<file path="src/pwr_rst_consts.vh">
// Constants for the power saving and reset controller
`ifndef PWR_RST_CONSTS_VH
`define PWR_RST_CONSTS_VH
`define CLK_PERIOD_NS 50
`define TURBO_BIT 3
`define CLK_AND_BIT 4
`define CLK_MC_BIT 5
`define BLK_ADDR_BIT 0
`define BLK_CTL0_BIT 2
`define BLK_CTL1_BIT 3
`define BLK_CTL2_BIT 4
`define BLK_STROBE_BIT 5
`define BLK_WRH_BIT 6
`define PCTRL_RESET 8'h00
`define IDLE_NS 70
`define IDLE_CYC ((`IDLE_NS + `CLK_PERIOD_NS - 1) / `CLK_PERIOD_NS)
`define PD_COUNT 4'h000F
`define POST_RESET_NS 120
`define POST_RESET_CYC ((`POST_RESET_NS / `CLK_PERIOD_NS) < 1 ? 1 : (`POST_RESET_NS / `CLK_PERIOD_NS))
`define PO_RESET_US 1000
`define PO_RESET_CYC (`PO_RESET_US * 1000 / `CLK_PERIOD_NS)
`define WARM_RESET_NS 150
`define WARM_RESET_CYC ((`WARM_RESET_NS + `CLK_PERIOD_NS - 1) / `CLK_PERIOD_NS)
`define ABORT_RESET_US 25
`define ABORT_RESET_CYC (`ABORT_RESET_US * 1000 / `CLK_PERIOD_NS)
`define MAP_BOOT_BIT 0
`define MAP_PERIPH_BIT 7
`define MAP_DEFAULT 8'h0000
`endif
</file>
<file path="src/pd_counter.v">
// Power-down idle counter on the logic input clock
`timescale 1ns/10ps
module pd_counter (
	// Clock and reset
	input wire clk_sys_i,
	input wire rst_n_i,
	// Control
	input wire enable_i,
	input wire strobe_edge_i,
	input wire strobe_idle_i,
	input wire clk_tick_i,
	// Status
	output reg power_down_o
);
`include "pwr_rst_consts.vh"
reg [3:0] cnt_reg;
always @(posedge clk_sys_i) begin
	if (!rst_n_i) begin
		cnt_reg <= 4'h0;
		power_down_o <= 1'b0;
	end else if (!enable_i || strobe_edge_i) begin
		cnt_reg <= 4'h0;
		if (strobe_edge_i)
			power_down_o <= 1'b0;
	end else if (strobe_idle_i && clk_tick_i) begin
		if (cnt_reg != `PD_COUNT)
			cnt_reg <= cnt_reg + 4'h1;
		if (cnt_reg == `PD_COUNT - 4'h1)
			power_down_o <= 1'b1;
	end
end
endmodule // pd_counter

</file>
<file path="src/power_saving_and_reset_control.v">
// Power saving gating and reset sequencing for the memory-and-logic peripheral
`timescale 1ns/10ps
module power_saving_and_reset_control (
	// Clock and reset
	input wire clk_sys_i,
	input wire rst_n_i,
	// Device pins
	input wire reset_n_pin_i,
	input wire chip_select_n_i,
	input wire address_strobe_i,
	input wire logic_input_clock_i,
	input wire [7:0] addr_low_i,
	input wire [2:0] control_lines_i,
	input wire write_high_byte_i,
	// Configuration
	input wire [7:0] power_ctrl_a_wdata_i,
	input wire power_ctrl_a_we_i,
	input wire [7:0] power_ctrl_c_wdata_i,
	input wire power_ctrl_c_we_i,
	input wire auto_power_down_i,
	input wire strobe_idle_pol_i,
	input wire [7:0] map_default_i,
	input wire [7:0] map_wdata_i,
	input wire map_we_i,
	input wire logic_activity_i,
	// Flash status
	input wire flash_busy_i,
	// Power registers and memory map
	output reg [7:0] power_ctrl_reg_a_o,
	output reg [7:0] power_ctrl_reg_c_o,
	output reg [7:0] memory_map_reg_o,
	// Gated logic inputs
	output reg [7:0] logic_addr_o,
	output reg [2:0] logic_ctrl_o,
	output reg logic_strobe_o,
	output reg logic_wrh_o,
	output reg logic_clk_and_o,
	output reg logic_clk_mc_o,
	// Power states
	output reg logic_turbo_o,
	output reg logic_standby_o,
	output reg power_down_flag_o,
	output reg mem_select_o,
	output reg io_select_o,
	// Reset outputs
	output reg in_reset_o,
	output reg por_active_o,
	output reg config_load_o,
	output reg macrocell_clear_o,
	output reg logic_out_valid_o,
	output reg flash_reset_o,
	output reg flash_read_mode_o,
	output reg io_input_mode_o,
	output reg addr_out_float_o,
	output reg data_float_o,
	output reg periph_float_o
);
`include "pwr_rst_consts.vh"
localparam [3:0] ST_POR = 4'b0001;
localparam [3:0] ST_POST = 4'b0010;
localparam [3:0] ST_RUN = 4'b0100;
localparam [3:0] ST_WARM = 4'b1000;
parameter PO_CYC = `PO_RESET_CYC;
parameter ABORT_CYC = `ABORT_RESET_CYC;

function rising;
	input cur;
	input prev;
	begin
		rising = cur & ~prev;
	end
endfunction

// Pin synchronisers
reg [1:0] rst_s1_reg, sel_s1_reg;
reg [1:0] ale_s1_reg, clk_s1_reg;
reg [7:0] addr_s1_reg, addr_s2_reg;
reg [3:0] ctl_s1_reg, ctl_s2_reg;
reg ale_d_reg, clk_d_reg;
reg [3:0] state_reg;
reg [15:0] low_cnt_reg;
reg [2:0] post_cnt_reg;
reg por_done_reg;
reg [1:0] idle_cnt_reg;
reg [7:0] addr_prev_reg;
reg busy_abort_reg;
wire rst_pin, sel_n, ale, lclk, strobe_edge, clk_tick, pd_now;
wire [7:0] addr_g;
wire [3:0] ctl_g;

always @(posedge clk_sys_i) begin
	rst_s1_reg <= {rst_s1_reg[0], reset_n_pin_i};
	sel_s1_reg <= {sel_s1_reg[0], chip_select_n_i};
	ale_s1_reg <= {ale_s1_reg[0], address_strobe_i};
	clk_s1_reg <= {clk_s1_reg[0], logic_input_clock_i};
	addr_s1_reg <= addr_low_i;
	addr_s2_reg <= addr_s1_reg;
	ctl_s1_reg <= {write_high_byte_i, control_lines_i};
	ctl_s2_reg <= ctl_s1_reg;
	ale_d_reg <= ale_s1_reg[1];
	clk_d_reg <= clk_s1_reg[1];
end
assign rst_pin = rst_s1_reg[1];
assign sel_n = sel_s1_reg[1];
assign ale = ale_s1_reg[1];
assign lclk = clk_s1_reg[1];
assign addr_g = addr_s2_reg;
assign ctl_g = ctl_s2_reg;
assign strobe_edge = ale ^ ale_d_reg;
assign clk_tick = rising(lclk, clk_d_reg);

pd_counter u_pd (
	.clk_sys_i(clk_sys_i),
	.rst_n_i(rst_n_i && rst_pin),
	.enable_i(auto_power_down_i),
	.strobe_edge_i(strobe_edge || !sel_n),
	.strobe_idle_i(ale == strobe_idle_pol_i),
	.clk_tick_i(clk_tick),
	.power_down_o(pd_now)
);

// Reset sequencer
always @(posedge clk_sys_i) begin
	if (!rst_n_i) begin
		state_reg <= ST_POR;
		low_cnt_reg <= 16'h0000;
		post_cnt_reg <= 3'h0;
		por_done_reg <= 1'b0;
		busy_abort_reg <= 1'b0;
	end else begin
		case (state_reg)
		ST_POR: begin
			if (!rst_pin) begin
				if (low_cnt_reg != 16'hFFFF)
					low_cnt_reg <= low_cnt_reg + 16'h0001;
			end else if (low_cnt_reg >= PO_CYC[15:0]) begin
				por_done_reg <= 1'b1;
				post_cnt_reg <= 3'h0;
				state_reg <= ST_POST;
			end else begin
				low_cnt_reg <= 16'h0000;
			end
		end
		ST_POST: begin
			if (!rst_pin) begin
				low_cnt_reg <= 16'h0000;
				state_reg <= ST_WARM;
			end else if (post_cnt_reg == `POST_RESET_CYC - 1)
				state_reg <= ST_RUN;
			else
				post_cnt_reg <= post_cnt_reg + 3'h1;
		end
		ST_RUN: begin
			if (!rst_pin) begin
				low_cnt_reg <= 16'h0000;
				busy_abort_reg <= flash_busy_i;
				state_reg <= ST_WARM;
			end
		end
		ST_WARM: begin
			if (!rst_pin) begin
				if (low_cnt_reg != 16'hFFFF)
					low_cnt_reg <= low_cnt_reg + 16'h0001;
				if (busy_abort_reg && low_cnt_reg >= ABORT_CYC[15:0])
					busy_abort_reg <= 1'b0;
			end else if (low_cnt_reg >= `WARM_RESET_CYC) begin
				post_cnt_reg <= 3'h0;
				state_reg <= ST_POST;
			end else begin
				state_reg <= ST_RUN;
			end
		end
		default: state_reg <= ST_POR;
		endcase
	end
end

// Power registers and memory map
always @(posedge clk_sys_i) begin
	if (!rst_n_i) begin
		power_ctrl_reg_a_o <= `PCTRL_RESET;
		power_ctrl_reg_c_o <= `PCTRL_RESET;
		memory_map_reg_o <= `MAP_DEFAULT;
	end else if (state_reg == ST_POR) begin
		power_ctrl_reg_a_o <= `PCTRL_RESET;
		power_ctrl_reg_c_o <= `PCTRL_RESET;
		memory_map_reg_o <= map_default_i & ~8'h0081;
	end else if (state_reg == ST_WARM) begin
		memory_map_reg_o <= map_default_i & ~8'h0081;
	end else if (state_reg == ST_RUN && !power_down_flag_o) begin
		if (power_ctrl_a_we_i)
			power_ctrl_reg_a_o <= power_ctrl_a_wdata_i;
		if (power_ctrl_c_we_i)
			power_ctrl_reg_c_o <= power_ctrl_c_wdata_i;
		if (map_we_i)
			memory_map_reg_o <= map_wdata_i;
	end
end

// Logic idle detection for turbo-off standby
always @(posedge clk_sys_i) begin
	if (!rst_n_i) begin
		idle_cnt_reg <= 2'h0;
		addr_prev_reg <= 8'h00;
	end else begin
		addr_prev_reg <= logic_addr_o;
		if (logic_activity_i || addr_prev_reg != logic_addr_o)
			idle_cnt_reg <= 2'h0;
		else if (idle_cnt_reg != `IDLE_CYC)
			idle_cnt_reg <= idle_cnt_reg + 2'h1;
	end
end

// Gating and status outputs
always @(posedge clk_sys_i) begin
	if (!rst_n_i) begin
		logic_addr_o <= 8'h00;
		logic_ctrl_o <= 3'h0;
		logic_strobe_o <= 1'b0;
		logic_wrh_o <= 1'b0;
		logic_clk_and_o <= 1'b0;
		logic_clk_mc_o <= 1'b0;
		logic_turbo_o <= 1'b1;
		logic_standby_o <= 1'b0;
		power_down_flag_o <= 1'b0;
		mem_select_o <= 1'b0;
		io_select_o <= 1'b0;
		in_reset_o <= 1'b1;
		por_active_o <= 1'b1;
		config_load_o <= 1'b1;
		macrocell_clear_o <= 1'b1;
		logic_out_valid_o <= 1'b0;
		flash_reset_o <= 1'b1;
		flash_read_mode_o <= 1'b1;
		io_input_mode_o <= 1'b1;
		addr_out_float_o <= 1'b1;
		data_float_o <= 1'b1;
		periph_float_o <= 1'b1;
	end else begin
		power_down_flag_o <= pd_now && sel_n && state_reg == ST_RUN;
		logic_addr_o <= (power_ctrl_reg_c_o[`BLK_ADDR_BIT] || pd_now) ? 8'h00 : addr_g;
		logic_ctrl_o[0] <= (power_ctrl_reg_c_o[`BLK_CTL0_BIT] || pd_now) ? 1'b0 : ctl_g[0];
		logic_ctrl_o[1] <= (power_ctrl_reg_c_o[`BLK_CTL1_BIT] || pd_now) ? 1'b0 : ctl_g[1];
		logic_ctrl_o[2] <= (power_ctrl_reg_c_o[`BLK_CTL2_BIT] || pd_now) ? 1'b0 : ctl_g[2];
		logic_strobe_o <= (power_ctrl_reg_c_o[`BLK_STROBE_BIT] || pd_now) ? 1'b0 : ale;
		logic_wrh_o <= (power_ctrl_reg_c_o[`BLK_WRH_BIT] || pd_now) ? 1'b0 : ctl_g[3];
		logic_clk_and_o <= power_ctrl_reg_a_o[`CLK_AND_BIT] ? 1'b0 : lclk;
		logic_clk_mc_o <= power_ctrl_reg_a_o[`CLK_MC_BIT] ? 1'b0 : lclk;
		logic_turbo_o <= ~power_ctrl_reg_a_o[`TURBO_BIT];
		logic_standby_o <= power_ctrl_reg_a_o[`TURBO_BIT] && idle_cnt_reg == `IDLE_CYC;
		mem_select_o <= !sel_n && !pd_now && state_reg == ST_RUN;
		io_select_o <= !sel_n && state_reg == ST_RUN;
		in_reset_o <= state_reg != ST_RUN;
		por_active_o <= state_reg == ST_POR;
		config_load_o <= state_reg == ST_POR;
		macrocell_clear_o <= state_reg == ST_POR;
		logic_out_valid_o <= por_done_reg || state_reg != ST_POR;
		flash_reset_o <= state_reg == ST_POR || state_reg == ST_WARM;
		flash_read_mode_o <= !(busy_abort_reg || (flash_busy_i && state_reg == ST_RUN));
		io_input_mode_o <= state_reg != ST_RUN;
		addr_out_float_o <= state_reg != ST_RUN;
		data_float_o <= state_reg != ST_RUN || pd_now;
		periph_float_o <= state_reg != ST_RUN || pd_now;
	end
end
endmodule // power_saving_and_reset_control

</file>
<file path="config.mk">
export PLATFORM = sky130hd
export DESIGN_NAME = power_saving_and_reset_control
export DESIGN_NICKNAME = d
export VERILOG_FILES = /design/src/pd_counter.v /design/src/power_saving_and_reset_control.v
export VERILOG_INCLUDE_DIRS = /design/src
export SDC_FILE = /design/constraint.sdc
export NUM_CORES = 1
export LEC_CHECK = 0
export BUFFER_PORTS_ARGS = -buffer_cell sky130_fd_sc_hd__clkbuf_2
export CAP_MARGIN = 20
export CORE_MARGIN = 1.5
export CORE_UTILIZATION = 50
export CTS_BUF_LIST = sky130_fd_sc_hd__clkbuf_4
export DETAILED_ROUTE_END_ITERATION = 10
export GPL_ROUTABILITY_DRIVEN = 0
export PLACE_DENSITY = 0.73
export SETUP_SLACK_MARGIN = 0.3
export SLEW_MARGIN = 10
export SYNTH_ARGS = -nofsm -noshare
export SYNTH_HDL_FRONTEND = slang
export SYNTH_SLANG_ARGS = --single-unit
</file>
<file path="constraint.sdc">
create_clock -name clk_sys_i -period 2.5 [get_ports clk_sys_i]
set_input_delay 0.125 -clock clk_sys_i [delete_from_list [all_inputs] [get_ports clk_sys_i]]
set_output_delay 0.125 -clock clk_sys_i [all_outputs]
set_load 0.05 [all_outputs]
</file>
# == Word-level counts from Yosys, hierarchy flattened ==
# Cells that the tools add are included.
# op_classes
n_addsub,4
magnitude_cmp,3
n_eq_ne,27
n_mux,33
bitwise_logic,7
reduce_logical,60
# ops
operator,count
two-way mux 16 bit,5
case mux 16 bit (3 select lines),1
two-way mux 7 bit,4
two-way mux 4 bit,6
OR reduction 2 bit,12
!= test 2 bit (second input constant),11
two-way mux 3 bit,7
adder 16 x 1 -> 16 bit (second input constant),1
>= comparator 16 x 15 -> 1 bit (second input constant),1
>= comparator 16 x 2 -> 1 bit (second input constant),1
>= comparator 16 x 9 -> 1 bit (second input constant),1
!= test 16 bit (second input constant),1
case mux 4 bit (4 select lines),1
logical OR 1 bit,13
AND reduction 3 bit,4
nonzero test 3 bit,4
logical AND 1 bit,11
case mux 3 bit (3 select lines),1
equality test 4 bit (second input constant),2
!= test 8 bit,1
AND reduction 4 bit,2
two-way mux 1 bit,7
AND reduction 7 bit,1
!= test 3 bit (second input constant),2
other kinds (22),34
# totals
register_bits,124
in_bits,57
output_inout_bits,55
elab_cells,176

# == Logic depth before layout (Yosys ltp) ==
# Gate-level depths: netlist of the first run.
# logic_depth
depth_word,5
depth_mapped,7
depth_no_buf,7

# == Cells and area by module ==
# Synthesis of the first run repeated with hierarchy kept, for this count alone.
# unflattened
hier_cells,477
area_unflattened_um2,4569.4
# modules_own_cells
module,instances,cells_each,area_each_um2,seq_area_each_um2
power_saving_and_reset_control,1,449,4291.6,2382.3
pd_counter,1,28,277.8,100.1

# == Worst setup path after synthesis of the first run ==
# No wires, ideal clock.
# synth_timing
path_type,register to register
from,register low_cnt_reg[0]
to,register low_cnt_reg[2]
setup_time_ns,0.139
arrival_ns,1.803
required_ns,2.361
path_slack_ns,0.558
path_stages_with_launch,8
path_buffers,1
period_less_slack_ns,1.942
cell_sequence,dfxtp_1 -> ha_1 -> nand3_1 -> or4_1 -> nor2_1 -> buf_2 -> or4_1 -> a21oi_1
# synth_via
elab_chain_len,4
elab_cells_between_ends,9
classes_between,add/sub (1); order compare (1); eq/ne (2); mux (4); reduce/logical (1)
# synth_lines
element,line_no,text
start: declaration,power_saving_and_reset_control.v:81,reg [15:0] low_cnt_reg;
start signal: assignment,power_saving_and_reset_control.v:135,low_cnt_reg <= low_cnt_reg + 16'h0001;
start signal: assignment,power_saving_and_reset_control.v:163,low_cnt_reg <= low_cnt_reg + 16'h0001;
adder 16 x 1 -> 16 bit or != test 16 bit (tied branches),n/a,
two-way mux 16 bit,"power_saving_and_reset_control.v:134, power_saving_and_reset_control.v:162",
two-way mux 16 bit (on tied branches),"power_saving_and_reset_control.v:161, power_saving_and_reset_control.v:133",
case mux 16 bit (3 select lines),power_saving_and_reset_control.v:131,case (state_reg)
# Parallel ways exist; a longest one is shown, timed or not. The select of a mux whose other input is x is not followed.
# A chain may end at the register's enable or synchronous reset.

# == Worst setup path in the final report of the first run ==
# layout_timing
from,register low_cnt_reg[9]
to,register post_cnt_reg[1]
# layout_via
elab_chain_len,3
elab_cells_between_ends,5
classes_between,order compare (2); eq/ne (2); reduce/logical (1)
# layout_lines
element,line_no,text
>= comparator 16 x 2 -> 1 bit (no line) or >= comparator 16 x 15 -> 1 bit (tied branches),n/a,
!= test 2 bit (no line),n/a,
AND reduction 7 bit (no line) (*),n/a,
end signal: assignment,power_saving_and_reset_control.v:151,post_cnt_reg <= post_cnt_reg + 3'h1;
end: declaration,power_saving_and_reset_control.v:82,reg [2:0] post_cnt_reg;
# Mark *: on every way between the ends. The rest lies on a longest branch, timed or not.

==> impl_metrics.tcl, run 1 <==
set metrics [dict create \
    outcome "complete, no violations" \
    layout.nets 708 \
    dieHeight_um 98.4 \
    drc 0 \
    antenna_found_initial 0 \
    grt_util_met1_pct 26.8 \
    setup_slack_ns 0.411 \
    cp_num_buf_inv 0 \
    grt_use_total_pct 23.7 \
    first_pass_iters 4 \
    drive_gt1_share_pct 26.2 \
    p_sw_mw 1.57 \
    setup-violations-final 0 \
    post_drt_wl_per_cell_um 14.6 \
    intPower_mw 3.20 \
    syn_to_final_growth_pct 34.1 \
    power_frac_comb_pct 21.6 \
    path_class "register to register" \
    power.density_nw_per_um2 783 \
    start_util_pct 51.9 \
    synthCells 469 \
    ys_types 52 \
    cp_data_required_time_ns 2.93 \
    synth_top_area_share_pct 54.6 \
    vias 4129 \
    core_area_um2 8760 \
    path_delay_family "simple AND/OR/NAND/NOR gates" \
    instances_no_fill 765 \
    grt_max_degree 21 \
    ys.flop_type "dfxtp_1" \
    p_leak_nw 2.46 \
    io_buffers 109 \
    post-route-min-period_ns 2.09 \
    crit_path_start_kind "register" \
    yosysMostFrequentCell "dfxtp_1" \
    io_pins 112 \
    drv_slew 0 \
    num_rows 34 \
    cp.arrival_ns 2.52 \
    cts_root_buf "clkbuf_4" \
    yosysTopAreaCell "dfxtp_1" \
    synth_area_leaders "dfxtp_1 55%, a21oi_1 5.3%, nand3_1 4.0%" \
    cp_max_fo 7 \
    drtIter0Drc 178 \
    wl_mm 11.2 \
    place_ws_ns 0.262 \
    clk_latency_ns 0.51 \
    skew_ns 0.0279 \
    grt_overflow 0 \
    tritoncts "yes" \
    die_area_um2 9670 \
    synthTopCellsByCount "124 x dfxtp_1, 48 x a21oi_1, 38 x nand2_1" \
    clkPwrFrac_pct 32.4 \
    synth_warnings 0 \
    largest_reg_flops 16 \
    seq_area_frac_synth_pct 54.6 \
    diodes 0 \
    sw_frac_of_total_pct 33.0 \
    finalCritPeriodShare_pct 83.6 \
    cp_slowest_cell "or4_1" \
    dp_hpwl_mm 7.13 \
    reg2reg_slack_ns 0.41 \
    synth-edff-count 0 \
    grt_pass1_vias 4064 \
    critPathCaptureType "register" \
    seq_power_share_pct 45.9 \
    cts.sinks 124 \
    rsz0062_at_grt "true" \
    max_stage_delay_ns 0.52 \
    whs_ns 0.107 \
    detail-route-antenna-nets 0 \
    die_w_um 98.4 \
    fmax_mhz 479 \
    async_reset_ff_share_pct 0 \
    grt_pass1_wl_mm 18.5 \
    syn_area_um2 4550 \
    clk_path_buf_depth 2 \
    cts-buffers-inserted 17 \
    slew_headroom_pct 61.5 \
    grtUsageMet3_pct 7.66 \
    grtUsageMet2_pct 39.9 \
    hold_path.class "input port to register" \
    ys_ff_latch 124 \
    hold_viol 0 \
    fin_tns_setup_ns 0 \
    peakVddDrop_mv 0.539 \
    grt-busiest-layer "met2" \
    avgSynthCellArea_um2 9.69 \
    h-tree-depth 4 \
    dp_cells 673 \
    cap_viol_max_count 0 \
    clkTransAtPathRegs_ns 0.12 \
    synth_nets 533 \
    cp_cell_sequence "nand3_1, nand4b_1, o2111a_1, or4_1, a21oi_1" \
    viasPerCell 5.40 \
    worst_slew_pin_slew_ns 0.576 \
]
## final cells by class
cell class	count	area, µm²
clock buffers	18	135
clock inverters	14	185
fillers	688	2660
inverters	10	37.5
multi-input cells	314	1930
flip-flops and latches	124	2490
well taps	108	135
repair buffers	177	1190
## path summary, 6_finish.rpt
path              cells past startpoint           endpoint         startpoint
hold reg to reg                       0      rst_s1_reg[1]      rst_s1_reg[0]
hold / removal                        5  u_pd.power_down_o  strobe_idle_pol_i
setup / recovery                      5    post_cnt_reg[1]     low_cnt_reg[9]
setup reg to reg                      5    post_cnt_reg[1]     low_cnt_reg[9]
## cells by family (layout without fill, tap and decap cells)
| group | after synthesis | count (layout) | synth area share, % |
|---|---|---|---|
| buffers and inverters | 31 | 219 | 3.41 |
| xor gates and xnor gates | 15 | 15 | 2.89 |
| adders and majority gates | 7 | 7 | 1.93 |
| AOI/OAI and AO/OA | 96 | 96 | 13.1 |
| muxes | 3 | 3 | 0.660 |
| DFF | 124 | 124 | 54.6 |
| and+or+nand+nor | 193 | 193 | 23.4 |
## power groups by stage
stage          Combinational (mW)  Clock, mW  Sequential, mW
2_1_floorplan               0.511          0            2.41
3_3_place_gp                0.887          0            2.23
3_5_place_dp                0.907          0            2.24
4_1_cts                     0.974       1.59            2.19
5_1_grt                      1.12       1.68            2.21
6_report                     1.03       1.55            2.19
## placed cells by master (no fill, tap or decap), drive strengths merged, types with 4 or more instances in the layout
cell         instances
nor3                 5
or3                  4
or4                 10
xnor2                8
nand4                7
clkbuf             127
dlygate4sd3         52
a21oi               48
o21ai               12
a22oi                8
nand4b               5
ha                   7
xor2                 7
dfxtp              124
inv                 15
nand2               38
o31ai                8
nand3               37
clkinv               4
nand2b               4
buf                 16
and3                 4
and2                17
nor2                35
nor4                 5
nor3b                7
## worst min-delay path: stages
cell      delay [ns]
clkbuf_2        0.09
xnor2_1         0.07
nand3b_1        0.09
nor2_1          0.04
o21a_1          0.15
## metrics by stage
step                area [µm²]  utilization, %  total power, mW
detailed placement        5170            59.0             3.14
global placement          5170            59.0             3.12
global route              6100            69.6             5.01
finish                    6100            69.6             4.77
floorplan                 4550               -             2.93
CTS                       6010            68.6             4.76
## per-layer routing
metal,part of all wire [%],vias to the layer above
li1,-,2038
met1,39,1938
met2,52,127
met3,5.7,26
met4,2.7,0
met5,0,-
## what timing repair did
action | 4_1_cts | 5_1_grt
hold buffers | 52 | 0
setup buffers | 0 | 8
gates cloned | 0 | 0
setup endpoints to repair | 8 | 35
pin swaps | 0 | 2
resized for setup | 2 | 8
endpoints found under the hold margin | 49 | 0
Power figures use the tool's default switching activity.
==> run 2: changes to the inputs <==
==> constraint.sdc (replaced) <==
create_clock -name clk_sys_i -period 2 [get_ports clk_sys_i]
set_input_delay 0.1 -clock clk_sys_i [delete_from_list [all_inputs] [get_ports clk_sys_i]]
set_output_delay 0.1 -clock clk_sys_i [all_outputs]
set_load 0.05 [all_outputs]
==> impl_metrics.tcl, run 2 (synthesized netlist as in run 1, its figures left out) <==
set metrics [dict create \
    drv_slew 0 \
    cts_root_buf "clkbuf_4" \
    max_stage_delay_ns 0.42 \
    grt_pass1_wl_mm 20.2 \
    fin_tns_setup_ns 0 \
    h-tree-depth 4 \
    core_area_um2 8760 \
    slew_headroom_pct 68.0 \
    clkTransAtPathRegs_ns 0.11 \
    post-route-min-period_ns 1.94 \
    final_cell_mix "109 x clkbuf_2, 101 x dfxtp_1, 51 x dlygate4sd3_1, 41 x buf_4" \
    sw_frac_of_total_pct 35.6 \
    clkPwrFrac_pct 27.5 \
    finalCritPeriodShare_pct 97.0 \
    skew_ns 0.0307 \
    start_util_pct 51.9 \
    tritoncts "yes" \
    grt_max_degree 20 \
    vias 4479 \
    peakVddDrop_mv 0.809 \
    finish.utilization_pct 78.8 \
    final_common_cell "clkbuf_2" \
    design_area_um2 6910 \
    critPathCaptureType "register" \
    cts.sinks 124 \
    largest_reg_flops 16 \
    cp_slowest_cell "or4_1" \
    p_sw_mw 2.20 \
    wl_mm 13.6 \
    cp_data_required_time_ns 2.44 \
    p_leak_nw 2.70 \
    worst_slew_pin_slew_ns 0.478 \
    drive_gt1_share_pct 43.7 \
    grt_pass1_vias 4350 \
    grt_use_total_pct 26.0 \
    grt_overflow 0 \
    clk_latency_ns 0.53 \
    placed_area_um2 5350 \
    seq_power_share_pct 44.2 \
    cp_cell_sequence "buf_4, nor4b_2, and3_1, o22ai_4, or4_1, a21oi_1" \
    rsz0062_at_grt "true" \
    power_frac_comb_pct 28.3 \
    cp_max_fo 6 \
    dieHeight_um 98.4 \
    fmax_mhz 516 \
    setup-violations-final 0 \
    power.density_nw_per_um2 896 \
    drc 0 \
    dp_hpwl_mm 7.54 \
    intPower_mw 3.98 \
    io_pins 112 \
    cts-buffers-inserted 17 \
    detail-route-antenna-nets 0 \
    syn_to_final_growth_pct 52.0 \
    outcome "complete, no violations" \
    io_buffers 109 \
    first_pass_iters 5 \
    clk_path_buf_depth 2 \
    path_class "register to register" \
    layout.nets 745 \
    num_rows 34 \
    die_w_um 98.4 \
    post_drt_wl_per_cell_um 16.9 \
    cap_viol_max_count 0 \
    viasPerCell 5.57 \
    hold_viol 0 \
    cp.arrival_ns 2.38 \
    die_area_um2 9670 \
    drtIter0Drc 258 \
    antenna_found_initial 2 \
    crit_path_start_kind "register" \
    hold_path.class "input port to register" \
]
-- run 2: cell count changes in the layout (fill, tap and decap cells not counted), moves of 10 or more --
cell     change
nand3_2     +10
a21oi_1     -18
nand3_1     -14
a21oi_2     +18
nand2_1     -11
dfxtp_1     -20
buf_6       +10
buf_4       +25
dfxtp_2     +17
-- run 2: worst paths after layout --
kind	start	endpoint	slack, ns	cells after the start
max	state_reg[1]	post_cnt_reg[1]	0.06	6
min	rst_n_i	logic_turbo_o	0.03	3
max reg2reg	state_reg[1]	post_cnt_reg[1]	0.06	6
min reg2reg	addr_s1_reg[0]	addr_g[0]	0.33	0
-- run 2: worst max-delay path, delay by kind of cell (launching register included) --
| kind | cells | cell delay (ns) |
|---|---|---|
| AOI/OAI and AO/OA | 2 | 0.29 |
| buffers and inverters | 1 | 0.16 |
| and+or+nand+nor | 3 | 1.03 |
| DFF | 1 | 0.39 |
-- run 2: power groups by stage --
| stage | clock (mW) | combinational [mW] | sequential (mW) |
|---|---|---|---|
| after global routing | 1.86 | 1.85 | 2.76 |
| after detailed placement | 0 | 1.28 | 2.78 |
| final | 1.70 | 1.75 | 2.74 |
| after global placement | 0 | 1.25 | 2.77 |
| after floorplan | 0 | 0.657 | 3.02 |
| after CTS | 1.71 | 1.57 | 2.73 |
-- run 2: what timing repair did --
action / in CTS / in global routing
gates resized for setup: 44 / 88
buffers inserted: 20 / 5
hold buffers: 51 / 0
endpoints found under the hold margin: 48 / 0
cloned: 1 / 2
setup endpoints to repair: 46 / 50
pin swaps: 15 / 42
-- run 2: per-stage QoR --
stage               worst slack [ns]  cells  power (mW)  hold slack, ns
global placement              0.0687    691        4.02           0.202
global route                  0.0113    804        6.46        -0.00248
floorplan                      0.157    469        3.68           0.128
CTS                            0.156    795        6.01         0.00172
finish                        0.0603    804        6.19          0.0336
detailed placement           -0.0176    691        4.07           0.204
-- run 2: area by class of cell --
class,instances,area [µm²]
diodes,2,5.00
clock buffers,18,135
clock inverters,14,138
fillers,513,1850
inverters,10,37.5
multi-input cells,315,2410
flip-flops and latches,124,2520
well taps,108,135
repair buffers,213,1520
-- run 2: routing by layer --
metal | track usage [%] | routed length (µm) | vias up
li1 | - | - | 2115
met1 | 30.4 | 5230 | 2147
met2 | 44.6 | 7270 | 173
met3 | 7.16 | 700 | 44
met4 | 11.5 | 419 | 0
met5 | 0 | 0 | -
